$ cat src/inc/smc_consts.vh
// Sleep mode controller constants: mode codes, wake timing.
// Assumes inclusion by the controller files only.
`ifndef SMC_CONSTS_VH
`define SMC_CONSTS_VH
`define SMC_MODE_IDLE     3'h0
`define SMC_MODE_NRM      3'h1
`define SMC_MODE_PDOWN    3'h2
`define SMC_MODE_PSAVE    3'h3
`define SMC_MODE_STBY     3'h6
`define SMC_MODE_XSTBY    3'h7
`define SMC_WAKE_HALT_CYC 4'h4
`define SMC_STBY_WAKE_CYC 4'h6
`define SMC_STBY_START    4'h2
`define SMC_START_DEFAULT 16'h0006
`endif

$ cat src/hw/smc_clk_gate.v
// Glitch-free clock gate: enable captured on the falling clock edge.
// Assumes clk_in is the free-running domain clock.
`default_nettype none
module smc_clk_gate (
   input  wire clk_in,
   input  wire en_in,
   output wire gclk_out
);
   reg en_q;
   // Enable only changes while the clock is low, so no pulse is ever cut
   always @(negedge clk_in) begin
      en_q <= en_in;
   end
   assign gclk_out = clk_in & en_q;
endmodule
`default_nettype wire

$ cat src/hw/smc_sleep_ctrl.v
// Sleep mode controller: mode decode, clock gating, wake sequencing.
// Assumes core pulses sleep_instr_in; level inputs are from pins.
`include "smc_consts.vh"
`default_nettype none
module smc_sleep_ctrl #(
   parameter [15:0] START_CYC = `SMC_START_DEFAULT
) (
   input  wire       clock_in,
   input  wire       arst_n_in,
   input  wire       sleep_instr_in,
   input  wire       sleep_enable_bit_in,
   input  wire [2:0] sleep_mode_field_in,
   input  wire       crystal_selected_in,
   input  wire       timer2_external_clock_flag_in,
   input  wire       comparator_power_off_bit_in,
   input  wire       converter_enable_in,
   input  wire       ext_irq_zero_in,
   input  wire       ext_irq_zero_level_in,
   input  wire       ext_irq_one_in,
   input  wire       ext_irq_one_level_in,
   input  wire       ext_irq_two_in,
   input  wire       twi_match_irq_in,
   input  wire       timer2_irq_in,
   input  wire       spm_ready_irq_in,
   input  wire       converter_irq_in,
   input  wire       comparator_irq_in,
   input  wire       other_io_irq_in,
   input  wire       any_reset_in,
   output wire       core_clk_out,
   output wire       flash_clk_out,
   output wire       io_clk_out,
   output wire       conv_clk_out,
   output wire       rtc_timer_clock_domain_out,
   output reg        main_osc_en_out,
   output reg        timer_osc_en_out,
   output reg        core_halt_out,
   output reg        sleeping_out,
   output reg        wake_irq_out,
   output reg        reset_vector_out,
   output reg        conv_start_out,
   output reg        comparator_off_out
);
   // ------------------------------------------------------------
   // States and pin synchronisers
   // ------------------------------------------------------------
   localparam [3:0] ST_RUN = 4'h1, ST_SLEEP = 4'h2, ST_START = 4'h4, ST_HALT = 4'h8;
   localparam NS = 13;
   wire [NS-1:0] raw = {any_reset_in, ext_irq_zero_in, ext_irq_zero_level_in,
                        ext_irq_one_in, ext_irq_one_level_in, ext_irq_two_in,
                        twi_match_irq_in, timer2_irq_in, spm_ready_irq_in,
                        converter_irq_in, comparator_irq_in, other_io_irq_in,
                        crystal_selected_in};
   reg  [NS-1:0] s1_q;
   reg  [NS-1:0] s2_q;
   always @(posedge clock_in or negedge arst_n_in) begin
      if (!arst_n_in) begin
         s1_q <= {NS{1'b0}};
         s2_q <= {NS{1'b0}};
      end else begin
         s1_q <= raw;
         s2_q <= s1_q;
      end
   end
   wire rst_s = s2_q[12];
   wire i0 = s2_q[11];
   wire i0_lvl = s2_q[10];
   wire i1 = s2_q[9];
   wire i1_lvl = s2_q[8];
   wire i2 = s2_q[7];
   wire two_wire_interface = s2_q[6];
   wire t2 = s2_q[5];
   wire spm = s2_q[4];
   wire cv = s2_q[3];
   wire cmp = s2_q[2];
   wire oio = s2_q[1];
   wire xtal = s2_q[0];

   // ------------------------------------------------------------
   // Mode decode
   // ------------------------------------------------------------
   reg  [3:0]  st_q;
   reg  [3:0]  st_d;
   reg  [2:0]  mode_q;
   reg  [15:0] cnt_q;
   reg  [15:0] cnt_d;

   // Codes 100/101, or standby without a crystal, do not sleep
   function mode_valid;
      input [2:0] m;
      input       x;
      begin
         case (m)
            `SMC_MODE_IDLE, `SMC_MODE_NRM, `SMC_MODE_PDOWN,
            `SMC_MODE_PSAVE: mode_valid = 1'b1;
            `SMC_MODE_STBY, `SMC_MODE_XSTBY: mode_valid = x;
            default: mode_valid = 1'b0;
         endcase
      end
   endfunction

   wire m_idle = mode_q == `SMC_MODE_IDLE;
   wire m_nrm = mode_q == `SMC_MODE_NRM;
   wire m_psave = mode_q == `SMC_MODE_PSAVE;
   wire m_stby = mode_q == `SMC_MODE_STBY;
   wire m_xstby = mode_q == `SMC_MODE_XSTBY;
   wire asleep = st_q == ST_SLEEP;
   wire t2_ok = timer2_external_clock_flag_in;

   // ------------------------------------------------------------
   // Wake source qualification
   // ------------------------------------------------------------
   wire ext_lim = i2 | (i0 & i0_lvl) | (i1 & i1_lvl);
   wire ext_any = i2 | i0 | i1;
   wire cmp_ok = cmp & ~comparator_power_off_bit_in;
   reg  wake;
   always @* begin
      case (mode_q)
         `SMC_MODE_IDLE: wake = ext_any | two_wire_interface | t2 | spm | cv | cmp_ok | oio;
         `SMC_MODE_NRM: wake = ext_lim | two_wire_interface | t2 | spm | cv;
         `SMC_MODE_PSAVE,
         `SMC_MODE_XSTBY: wake = ext_lim | two_wire_interface | (t2 & t2_ok);
         default: wake = ext_lim | two_wire_interface;
      endcase
   end

   // ------------------------------------------------------------
   // Sequencer
   // ------------------------------------------------------------
   wire go = sleep_instr_in & sleep_enable_bit_in &
             mode_valid(sleep_mode_field_in, xtal);
   wire fast = m_idle | m_nrm | m_stby | m_xstby;
   // Fast wake: 2 start cycles + 4 halt = six total from standby
   wire [15:0] start_len = (m_stby | m_xstby) ? {12'h000, `SMC_STBY_START} :
                           (m_idle | m_nrm) ? 16'h0001 : START_CYC;
   always @* begin
      st_d = st_q;
      cnt_d = cnt_q;
      case (st_q)
         ST_RUN: begin
            if (go) begin
               st_d = ST_SLEEP;
            end
         end
         ST_SLEEP: begin
            if (wake) begin
               st_d = ST_START;
               cnt_d = start_len;
            end
         end
         ST_START: begin
            cnt_d = cnt_q - 16'h0001;
            if (cnt_q <= 16'h0001) begin
               st_d = ST_HALT;
               cnt_d = {12'h000, `SMC_WAKE_HALT_CYC};
            end
         end
         ST_HALT: begin
            cnt_d = cnt_q - 16'h0001;
            if (cnt_q <= 16'h0001) begin
               st_d = ST_RUN;
            end
         end
         default: st_d = ST_RUN;
      endcase
      if (rst_s && st_q != ST_RUN) begin
         st_d = ST_RUN;
      end
   end

   always @(posedge clock_in or negedge arst_n_in) begin
      if (!arst_n_in) begin
         st_q <= ST_RUN;
         cnt_q <= 16'h0000;
         mode_q <= `SMC_MODE_IDLE;
         wake_irq_out <= 1'b0;
         reset_vector_out <= 1'b0;
         conv_start_out <= 1'b0;
      end else begin
         st_q <= st_d;
         cnt_q <= cnt_d;
         if (st_q == ST_RUN && go) begin
            mode_q <= sleep_mode_field_in;
         end
         // Core services the interrupt, then returns past the instruction
         wake_irq_out <= st_q == ST_HALT && st_d == ST_RUN && !rst_s;
         reset_vector_out <= rst_s && st_q != ST_RUN;
         conv_start_out <= st_q == ST_RUN && go && converter_enable_in &&
                           (sleep_mode_field_in == `SMC_MODE_IDLE ||
                            sleep_mode_field_in == `SMC_MODE_NRM);
      end
   end

   // ------------------------------------------------------------
   // Clock domain enables; memories never lose power
   // ------------------------------------------------------------
   wire osc_on = st_q != ST_SLEEP;
   reg  en_core, en_io, en_conv, en_asy;
   always @* begin
      en_core = ~asleep;
      en_io = ~asleep | m_idle;
      en_conv = ~asleep | m_idle | m_nrm;
      en_asy = ~asleep | m_idle | m_nrm | ((m_psave | m_xstby) & t2_ok);
   end
   always @(posedge clock_in or negedge arst_n_in) begin
      if (!arst_n_in) begin
         main_osc_en_out <= 1'b1;
         timer_osc_en_out <= 1'b0;
         core_halt_out <= 1'b0;
         sleeping_out <= 1'b0;
         comparator_off_out <= 1'b0;
      end else begin
         main_osc_en_out <= osc_on | fast;
         timer_osc_en_out <= t2_ok & (~asleep | ~(mode_q == `SMC_MODE_PDOWN |
                             m_stby));
         core_halt_out <= st_d != ST_RUN;
         sleeping_out <= st_d == ST_SLEEP;
         comparator_off_out <= comparator_power_off_bit_in | (st_d == ST_SLEEP &
                               ~(sleep_mode_field_in == `SMC_MODE_IDLE) & ~m_idle);
      end
   end
   smc_clk_gate u_core (.clk_in(clock_in), .en_in(en_core), .gclk_out(core_clk_out));
   smc_clk_gate u_flash (.clk_in(clock_in), .en_in(en_core), .gclk_out(flash_clk_out));
   smc_clk_gate u_io (.clk_in(clock_in), .en_in(en_io), .gclk_out(io_clk_out));
   smc_clk_gate u_conv (.clk_in(clock_in), .en_in(en_conv), .gclk_out(conv_clk_out));
   smc_clk_gate u_asy (.clk_in(clock_in), .en_in(en_asy),
                       .gclk_out(rtc_timer_clock_domain_out));
endmodule
`default_nettype wire

$ cat config.mk
export PLATFORM = sky130hd
export DESIGN_NAME = smc_sleep_ctrl
export DESIGN_NICKNAME = d
export VERILOG_FILES = /design/src/hw/smc_clk_gate.v /design/src/hw/smc_sleep_ctrl.v
export VERILOG_INCLUDE_DIRS = /design/src /design/src/inc
export SDC_FILE = /design/constraint.sdc
export NUM_CORES = 1
export LEC_CHECK = 0
export BUFFER_PORTS_ARGS = -buffer_cell sky130_fd_sc_hd__clkbuf_2
export CAP_MARGIN = 25
export CORE_UTILIZATION = 45
export CTS_CLUSTER_DIAMETER = 50
export DETAILED_ROUTE_END_ITERATION = 7
export GPL_TIMING_DRIVEN = 1
export MAX_ROUTING_LAYER = met4
export PLACE_DENSITY = 0.7
export SLEW_MARGIN = 5
export SYNTH_ARGS = -nofsm -noshare
export SYNTH_HDL_FRONTEND = slang
export SYNTH_SLANG_ARGS = --single-unit
$ cat constraint.sdc
create_clock -name clock_in -period 3.2 [get_ports clock_in]
set_input_delay 0.8 -clock clock_in [delete_from_list [all_inputs] [get_ports clock_in]]
set_output_delay 0.8 -clock clock_in [all_outputs]
set_load 0.1 [all_outputs]
==> flow_summary_export.csv, run 1 <==
group,metric,value,unit
routing,drtAntennaViolNets,0,
yosys,synth_common_cells,"55 x dfrtp_1, 19 x nand2_1, 17 x nor2_1",
setup_path,criticalPathCategory,"reg -> out",
yosys,yosysUniqueCellTypes,54,
final_layout,fillers,491,
sta,fin_worst_skew,0.0537,ns
power_and_ir_drop,p_per_area,927,nW/um^2
yosys,synth-warning-count,0,
final_layout,antenna_cells,0,
routing,num_vias,2150,
floorplan,die_area,6380,um^2
final_layout,syn2layout_area_growth,24.9,%
yosys,synthCells,255,
setup_path,critPathMaxFanout,2,
placement,hpwl,4050,um
outcome,violations,"negative setup slack",
grt,antenna_found_initial,0,
routing,drtIter0Drc,134,
final_layout,seq_area,1510,um^2
grt,grt_use_total,23.5,%
sta,setup_slack,-0.358,ns
sta,final_hold_viol_count,0,
yosys,synth-async-reset-ratio,93.4,%
setup_path,start_kind,"flop",
sta,slew_viol_final,0,
final_layout,layout-drive-gt1-share,26.5,%
yosys,syn_avg_cell_area,10.7,um^2
yosys,ys_seq_elements,61,
routing,first_pass_iters,4,
sta,tns,-1.73,ns
sta,rsz0062_at_grt,"true",
placement,dp_slack,-0.0577,ns
grt,grt_max_degree,28,
floorplan,io_pins,36,
power_and_ir_drop,leakagePower,1.50,nW
power_and_ir_drop,irDropWorstVdd,0.000898,V
grt,grt_pass1_vias,2169,
outcome,status,"complete, but fails checks",
floorplan,die_y,79.9,um
clock_tree,cts.clk_slew.worst_paths,0.07,ns
sta,slew_headroom,46.4,%
yosys,synth_most_common_cell,"dfrtp_1",
clock_tree,cts_tree,"built",
yosys,synth_flop_cell,"dfrtp_1",
yosys,synth.net_count,282,
floorplan,fp.dieW,79.9,um
yosys,synth_edf_count,0,
routing,drc_errors,0,
yosys,post_synth_instance_area,2730,um^2
run,cap_violations,0,
yosys,synth_area_leaders,"dfrtp_1 50%, o211ai_1 3.8%, dfxtp_1 2.9%",
routing,via_per_inst,5.58,
routing,wl,6080,um
placement,place_area,3010,um^2
floorplan,core_area,5890,um^2
yosys,netlist.area_leader.share,50.4,%
placement,port-buffer-count,35,
setup_path,cp-end-kind,"primary output",
final_layout,nNetsFinal,331,
placement,place.gp.congestion,0.886,
clock_tree,clk_latency,0.51,ns
power_and_ir_drop,power,3.16,mW
floorplan,rows,28,
routing,routedWlPerCell,15.8,um
final_layout,fin_area,3410,um^2
grt,overflow,0,
setup_path,cp.required,2.40,ns
min_path,worstHoldPathType,"reg -> reg",
final_layout,multiInputGateArea,1110,um^2
yosys,seq_area_frac_synth,55.3,%
sta,tightestPinTransition,0.803,ns
setup_path,worstPathArrival,2.76,ns
clock_tree,hold_buffers,0,
sta,setup_violations,9,
grt,grt_pass1_wl,10400,um
yosys,synth_top_area_cell,"dfrtp_1",
floorplan,initial_core_util,46.4,%
[worst paths after layout]
path	endpoint	slack, ns	startpoint	cells after the start
min in group asynchronous	st_q[1]	0.38	arst_n_in	1
worst min register to register	s2_q[6]	0.35	s1_q[6]	0
worst min-delay path	s2_q[6]	0.35	s1_q[6]	0
worst max-delay path	flash_clk_out	-0.36	u_flash.en_q	2
worst max register to register	u_asy.en_q	0.12	st_q[2]	4
max in group asynchronous	s2_q[9]	2.11	arst_n_in	2
[metrics by stage]
step	std cells	utilization, %	hold WS (ns)
after CTS	385	57.9	0.350
after global placement	361	51.1	0.332
after global routing	385	58.0	0.358
after floorplan	255	-	0.331
after detailed placement	361	51.1	0.335
final	385	58.0	0.349
[power by group]
part	internal (mW)	switching (mW)
Combinational	0.135	0.224
Clock	0.923	0.944
Sequential	0.851	0.0865
[worst max-delay path: stages, from the launching register on]
cell	delay [ns]
dfxtp_2	0.31
and2_4	0.15
clkbuf_16	0.19
[sequential cells by signal (all words and copies together), names as in the netlist, 3 cells and up]
name and count:
cnt_q 16, mode_q 3, s1_q 13, s2_q 13, st_q 4
[metal layers]
layer  share of wire, %  vias up  track usage [%]  wire length [um]
met5                  0        -                -                 0
met4                2.7        0             14.8               167
met3                5.0       16             10.4               302
met2                 46       56             31.1              2790
met1                 46     1053             29.0              2820
li1                   -     1025                -                 -
[kinds of logic after synthesis]
family          synth area share [%]
xor+xnor                       0.642
flops                           55.3
simple gates                    15.3
compound gates                  19.5
buf+inv                         4.54
fa+ha+maj                       1.83
mux                             2.98
[what timing repair did]
action	CTS	global route
resized for setup	20	2
endpoints found under the setup margin	9	9
endpoints found under the hold margin	0	0
setup buffers	0	0
pin swaps	3	0
[cells in the final DEF, fill, tap and decap left out, types with 3 or more instances in the layout]
cell and count:
nand2_1 19, o211ai_1 14, nor3_1 11, buf_4 9, clkbuf_2 30, ha_1 4, a21oi_1 5, o221ai_1 6
dfxtp_2 4, o21ai_0 14, clkbuf_8 13, a31oi_1 4, dfrtp_1 55, inv_1 19, nand4_1 3, clkbuf_16 5
and2_4 4, nor2_1 17, and2_1 4, nor2b_1 6, nor4_1 3, nor4b_1 3, mux2i_1 7
[cell type report]
type,count,share of cell area (%)
Clock buffer,20,9.13
Tap cell,75,2.75
Multi-Input combinational cell,165,32.5
Timing Repair Buffer,39,6.38
Sequential cell,61,44.4
Clock inverter,10,3.23
Inverter,15,1.65
Power figures use the tool's default switching activity.
==> inputs of run 2 (changes only) <==
- REMOVE_ABC_BUFFERS: unset -> 1
==> flow_summary_export.csv, run 2 (same netlist as run 1, synthesis figures left out) <==
group,metric,value,unit
outcome,status,"complete, but fails checks",
outcome,violations,"negative setup slack",
clock_tree,cts.clk_slew.worst_paths,0.08,ns
setup_path,path_buf_inv,1,
floorplan,initial_core_util,46.4,%
floorplan,fp.dieW,79.9,um
setup_path,crit_path_max_incr_delay,0.31,ns
sta,tightestPinTransition,0.807,ns
routing,routedWlPerCell,14.8,um
grt,grt_pass1_wl,9740,um
sta,slew_viol_final,0,
clock_tree,clk_latency,0.50,ns
routing,first_pass_iters,4,
setup_path,cp.required,2.40,ns
final_layout,top_register,"cnt_q",
placement,hpwl,3670,um
grt,grt_max_degree,58,
power_and_ir_drop,irDropWorstVdd,0.000517,V
clock_tree,cts_tree,"built",
setup_path,criticalPathCategory,"reg -> out",
setup_path,worstPathArrival,2.78,ns
clock_tree,hold_buffers,0,
sta,rsz0062_at_grt,"true",
sta,final_hold_viol_count,0,
floorplan,die_y,79.9,um
final_layout,top_regs,"cnt_q: 16 flops, s1_q: 13 flops, s2_q: 13 flops",
clock_tree,post_cts_buffers,0,
final_layout,final_cells,384,
final_layout,fillers,512,
final_layout,seq_area,1510,um^2
min_path,worstHoldPathType,"in -> async",
routing,via_per_inst,5.42,
floorplan,rows,28,
setup_path,path_cells,"and2_4 > clkbuf_16",
power_and_ir_drop,power,3.03,mW
final_layout,antenna_cells,0,
final_layout,layout-drive-gt1-share,26.2,%
grt,antenna_found_initial,0,
final_layout,largest_reg_flops,16,
placement,place_area,3010,um^2
routing,drc_errors,0,
final_layout,mostFrequentLayoutCells,"55 x dfrtp_1, 30 x clkbuf_2, 19 x inv_1, 19 x nand2_1, 17 x nor2_1",
routing,num_vias,2082,
grt,grt_use_total,21.5,%
setup_path,critPathMaxFanout,2,
power_and_ir_drop,leakagePower,1.48,nW
placement,port-buffer-count,35,
floorplan,core_area,5890,um^2
power_and_ir_drop,p_per_area,897,nW/um^2
routing,drtIter0Drc,153,
final_layout,layout_commonest_cell,"dfrtp_1",
setup_path,crit_path_top_delay_cell,"dfxtp_2",
sta,slew_headroom,46.1,%
setup_path,cp-end-kind,"primary output",
floorplan,io_pins,36,
placement,place.gp.congestion,0.840,
setup_path,start_kind,"flop",
routing,wl,5690,um
setup_path,cp_top_family,"flip-flops",
final_layout,syn2layout_area_growth,23.7,%
floorplan,die_area,6380,um^2
sta,setup_violations,9,
sta,tns,-1.73,ns
routing,drtAntennaViolNets,0,
final_layout,nNetsFinal,330,
run,cap_violations,0,
grt,overflow,0,
final_layout,multiInputGateArea,1110,um^2
grt,grt_pass1_vias,2132,
placement,dpl.cell_count,360,
final_layout,fin_area,3380,um^2
sta,setup_slack,-0.375,ns
sta,fin_worst_skew,0.0591,ns
[run 2: final timing paths]
path	from	endpoint	slack, ns	cells past startpoint
worst min register to register	s1_q[12]	s2_q[12]	0.35	0
min in group clock_in	s1_q[12]	s2_q[12]	0.35	0
worst max register to register	st_q[2]	u_asy.en_q	0.21	4
max in group asynchronous	arst_n_in	st_q[0]	2.55	2
worst min-delay path	arst_n_in	s1_q[11]	0.33	2
worst max-delay path	u_flash.en_q	core_clk_out	-0.38	2
[run 2: repair_timing]
item	in CTS	in global routing
cloned	0	0
pin swaps	3	0
hold endpoints to repair	0	0
gates resized for setup	21	1
setup endpoints to repair	9	9
[run 2: area by class of cell]
cell class / count / share of cell area, %
Multi-Input combinational cell: 165 / 32.8
Tap cell: 75 / 2.78
Inverter: 15 / 1.67
Timing Repair Buffer: 38 / 6.59
Clock inverter: 11 / 2.30
Clock buffer: 19 / 9.11
Sequential cell: 61 / 44.8
[run 2: per-layer routing]
layer,GRT usage [%],up-vias,wire [um]
met3,6.06,14,243
met1,25.8,988,2640
li1,-,1030,-
met5,-,-,0
met4,15.7,0,141
met2,30.7,50,2670
[run 2: power breakdown]
part / total (mW) / internal (mW) / switching [mW]
clock network: 1.74 / 0.774 / 0.966
registers: 0.938 / 0.850 / 0.0876
logic: 0.354 / 0.135 / 0.220
[run 2: metrics by stage]
step | util [%] | hold WS, ns | setup slack (ns)
2_1_floorplan | - | 0.331 | -0.883
3_3_place_gp | 51.1 | 0.331 | -0.0487
3_5_place_dp | 51.1 | 0.335 | -0.0584
4_1_cts | 57.4 | 0.346 | -0.397
5_1_grt | 57.4 | 0.357 | -0.413
6_report | 57.4 | 0.333 | -0.375
==> inputs of run 3 (changes only) <==
- CORE_UTILIZATION: 45 -> 60
- PLACE_DENSITY: 0.7 -> 0.87
==> flow_summary_export.csv, run 3 (same netlist as run 1, synthesis figures left out) <==
group,metric,value,unit
sta,setup_slack,-0.376,ns
floorplan,core_area,4350,um^2
sta,tns,-1.81,ns
floorplan,initial_core_util,62.7,%
clock_tree,cts.clk_slew.worst_paths,0.07,ns
final_layout,fin_util,77.8,%
sta,slew_headroom,42.8,%
setup_path,critPathMaxFanout,2,
placement,port-buffer-count,35,
min_path,worstHoldPathType,"in -> async",
routing,drtIter0Drc,232,
final_layout,layout-drive-gt1-share,26.8,%
floorplan,die_y,69.5,um
grt,met3_usage,12.4,%
clock_tree,clk_latency,0.51,ns
sta,tightestPinTransition,0.856,ns
final_layout,top_register,"cnt_q",
sta,final_hold_viol_count,0,
final_layout,top_regs,"cnt_q: 16 flops, s1_q: 13 flops, s2_q: 13 flops",
power_and_ir_drop,p_per_area,933,nW/um^2
floorplan,die_area,4820,um^2
placement,place.gp.congestion,0.917,
setup_path,start_kind,"flop",
grt,grt_use_total,31.1,%
floorplan,io_pins,36,
grt,grt_max_degree,38,
clock_tree,cts_tree,"built",
sta,fin_worst_skew,0.0633,ns
final_layout,seq_area,1510,um^2
outcome,status,"complete, but fails checks",
final_layout,mostFrequentLayoutCells,"55 x dfrtp_1, 30 x clkbuf_2, 19 x inv_1, 19 x nand2_1, 17 x nor2_1",
setup_path,r2r_start,"st_q[2]",
routing,first_pass_iters,5,
final_layout,fillers,274,
sta,slew_viol_final,0,
routing,routedWlPerCell,17.7,um
setup_path,cp-end-kind,"primary output",
routing,num_vias,2268,
grt,grt_pass1_wl,10500,um
grt,grt.met2_usage,46.5,%
setup_path,rrSetupSlack,0.09,ns
floorplan,fp.dieW,69.5,um
routing,drtAntennaViolNets,0,
final_layout,multiInputGateArea,1110,um^2
final_layout,syn2layout_area_growth,24.0,%
setup_path,criticalPathCategory,"reg -> out",
routing,via_per_inst,6.27,
routing,wl,6410,um
placement,hpwl,3940,um
final_layout,antenna_cells,0,
clock_tree,hold_buffers,0,
run,cap_violations,0,
grt,antenna_found_initial,0,
grt,grtUsageMet1,33.3,%
sta,rsz0062_at_grt,"true",
power_and_ir_drop,irDropWorstVdd,0.00123,V
setup_path,cp.required,2.40,ns
floorplan,rows,24,
setup_path,rr_endpoint,"u_asy.en_q",
grt,grt_pass1_vias,2266,
setup_path,worstPathArrival,2.78,ns
routing,drc_errors,0,
grt,busiest_layer,"met2",
sta,setup_violations,9,
power_and_ir_drop,leakagePower,1.50,nW
final_layout,nNetsFinal,331,
grt,overflow,0,
setup_path,rr_worst_depth,4,
final_layout,largest_reg_flops,16,
outcome,violations,"negative setup slack",
final_layout,layout_commonest_cell,"dfrtp_1",
[run 3: worst max path at each step]
| stage | from | endpoint | slack [ns] | depth (start not counted) |
|---|---|---|---|---|
| 2_1_floorplan | u_flash.en_q | core_clk_out | -0.88 | 1 |
| 3_3_place_gp | u_flash.en_q | core_clk_out | -0.05 | 2 |
| 3_5_place_dp | u_flash.en_q | core_clk_out | -0.06 | 2 |
| 4_1_cts | u_flash.en_q | flash_clk_out | -0.39 | 2 |
| 5_1_grt | u_flash.en_q | flash_clk_out | -0.42 | 2 |
| 6_report | u_flash.en_q | flash_clk_out | -0.38 | 2 |
[run 3: area by class of cell]
| cell class | count | area share, % |
|---|---|---|
| sequential | 61 | 44.7 |
| multi-input combinational | 165 | 32.7 |
| clock buffer | 21 | 10.2 |
| timing repair buffer | 39 | 6.43 |
| clock inverter | 9 | 2.33 |
| tap | 52 | 1.92 |
| inverter | 15 | 1.66 |
[run 3: critical path, cell delays in order (launching register included)]
cell and delay [ns]:
dfxtp_2 0.32, and2_4 0.16, clkbuf_16 0.19
[run 3: per-layer routing]
metal	up-vias	share of wire, %	routed length (um)
met1	1094	39	2500
met2	109	50	3230
met4	0	3.1	200
met5	-	0	0
li1	1035	-	-
met3	30	7.5	479
[run 3: repair_timing]
action | CTS | global route
resized for setup | 21 | 2
buffers inserted | 0 | 0
setup endpoints to repair | 9 | 9
gates cloned | 0 | 0
pin swaps | 3 | 0
[run 3: power by group]
group	switching [mW]	leakage (nW)	internal, mW
Sequential	0.0884	0.726	0.851
Combinational	0.231	0.528	0.137
Clock	0.943	0.243	0.910
Total	1.26	1.50	1.90
[run 3: per-stage QoR]
step / cell area (um^2) / setup slack (ns) / hold WS (ns) / cells / total power, mW
2_1_floorplan: 2670 / -0.883 / 0.331 / 242 / 1.72
3_3_place_gp: 2970 / -0.0494 / 0.332 / 338 / 1.88
3_5_place_dp: 2970 / -0.0590 / 0.335 / 338 / 1.90
4_1_cts: 3380 / -0.393 / 0.331 / 362 / 3.17
5_1_grt: 3390 / -0.416 / 0.348 / 362 / 3.28
6_report: 3390 / -0.376 / 0.323 / 362 / 3.16
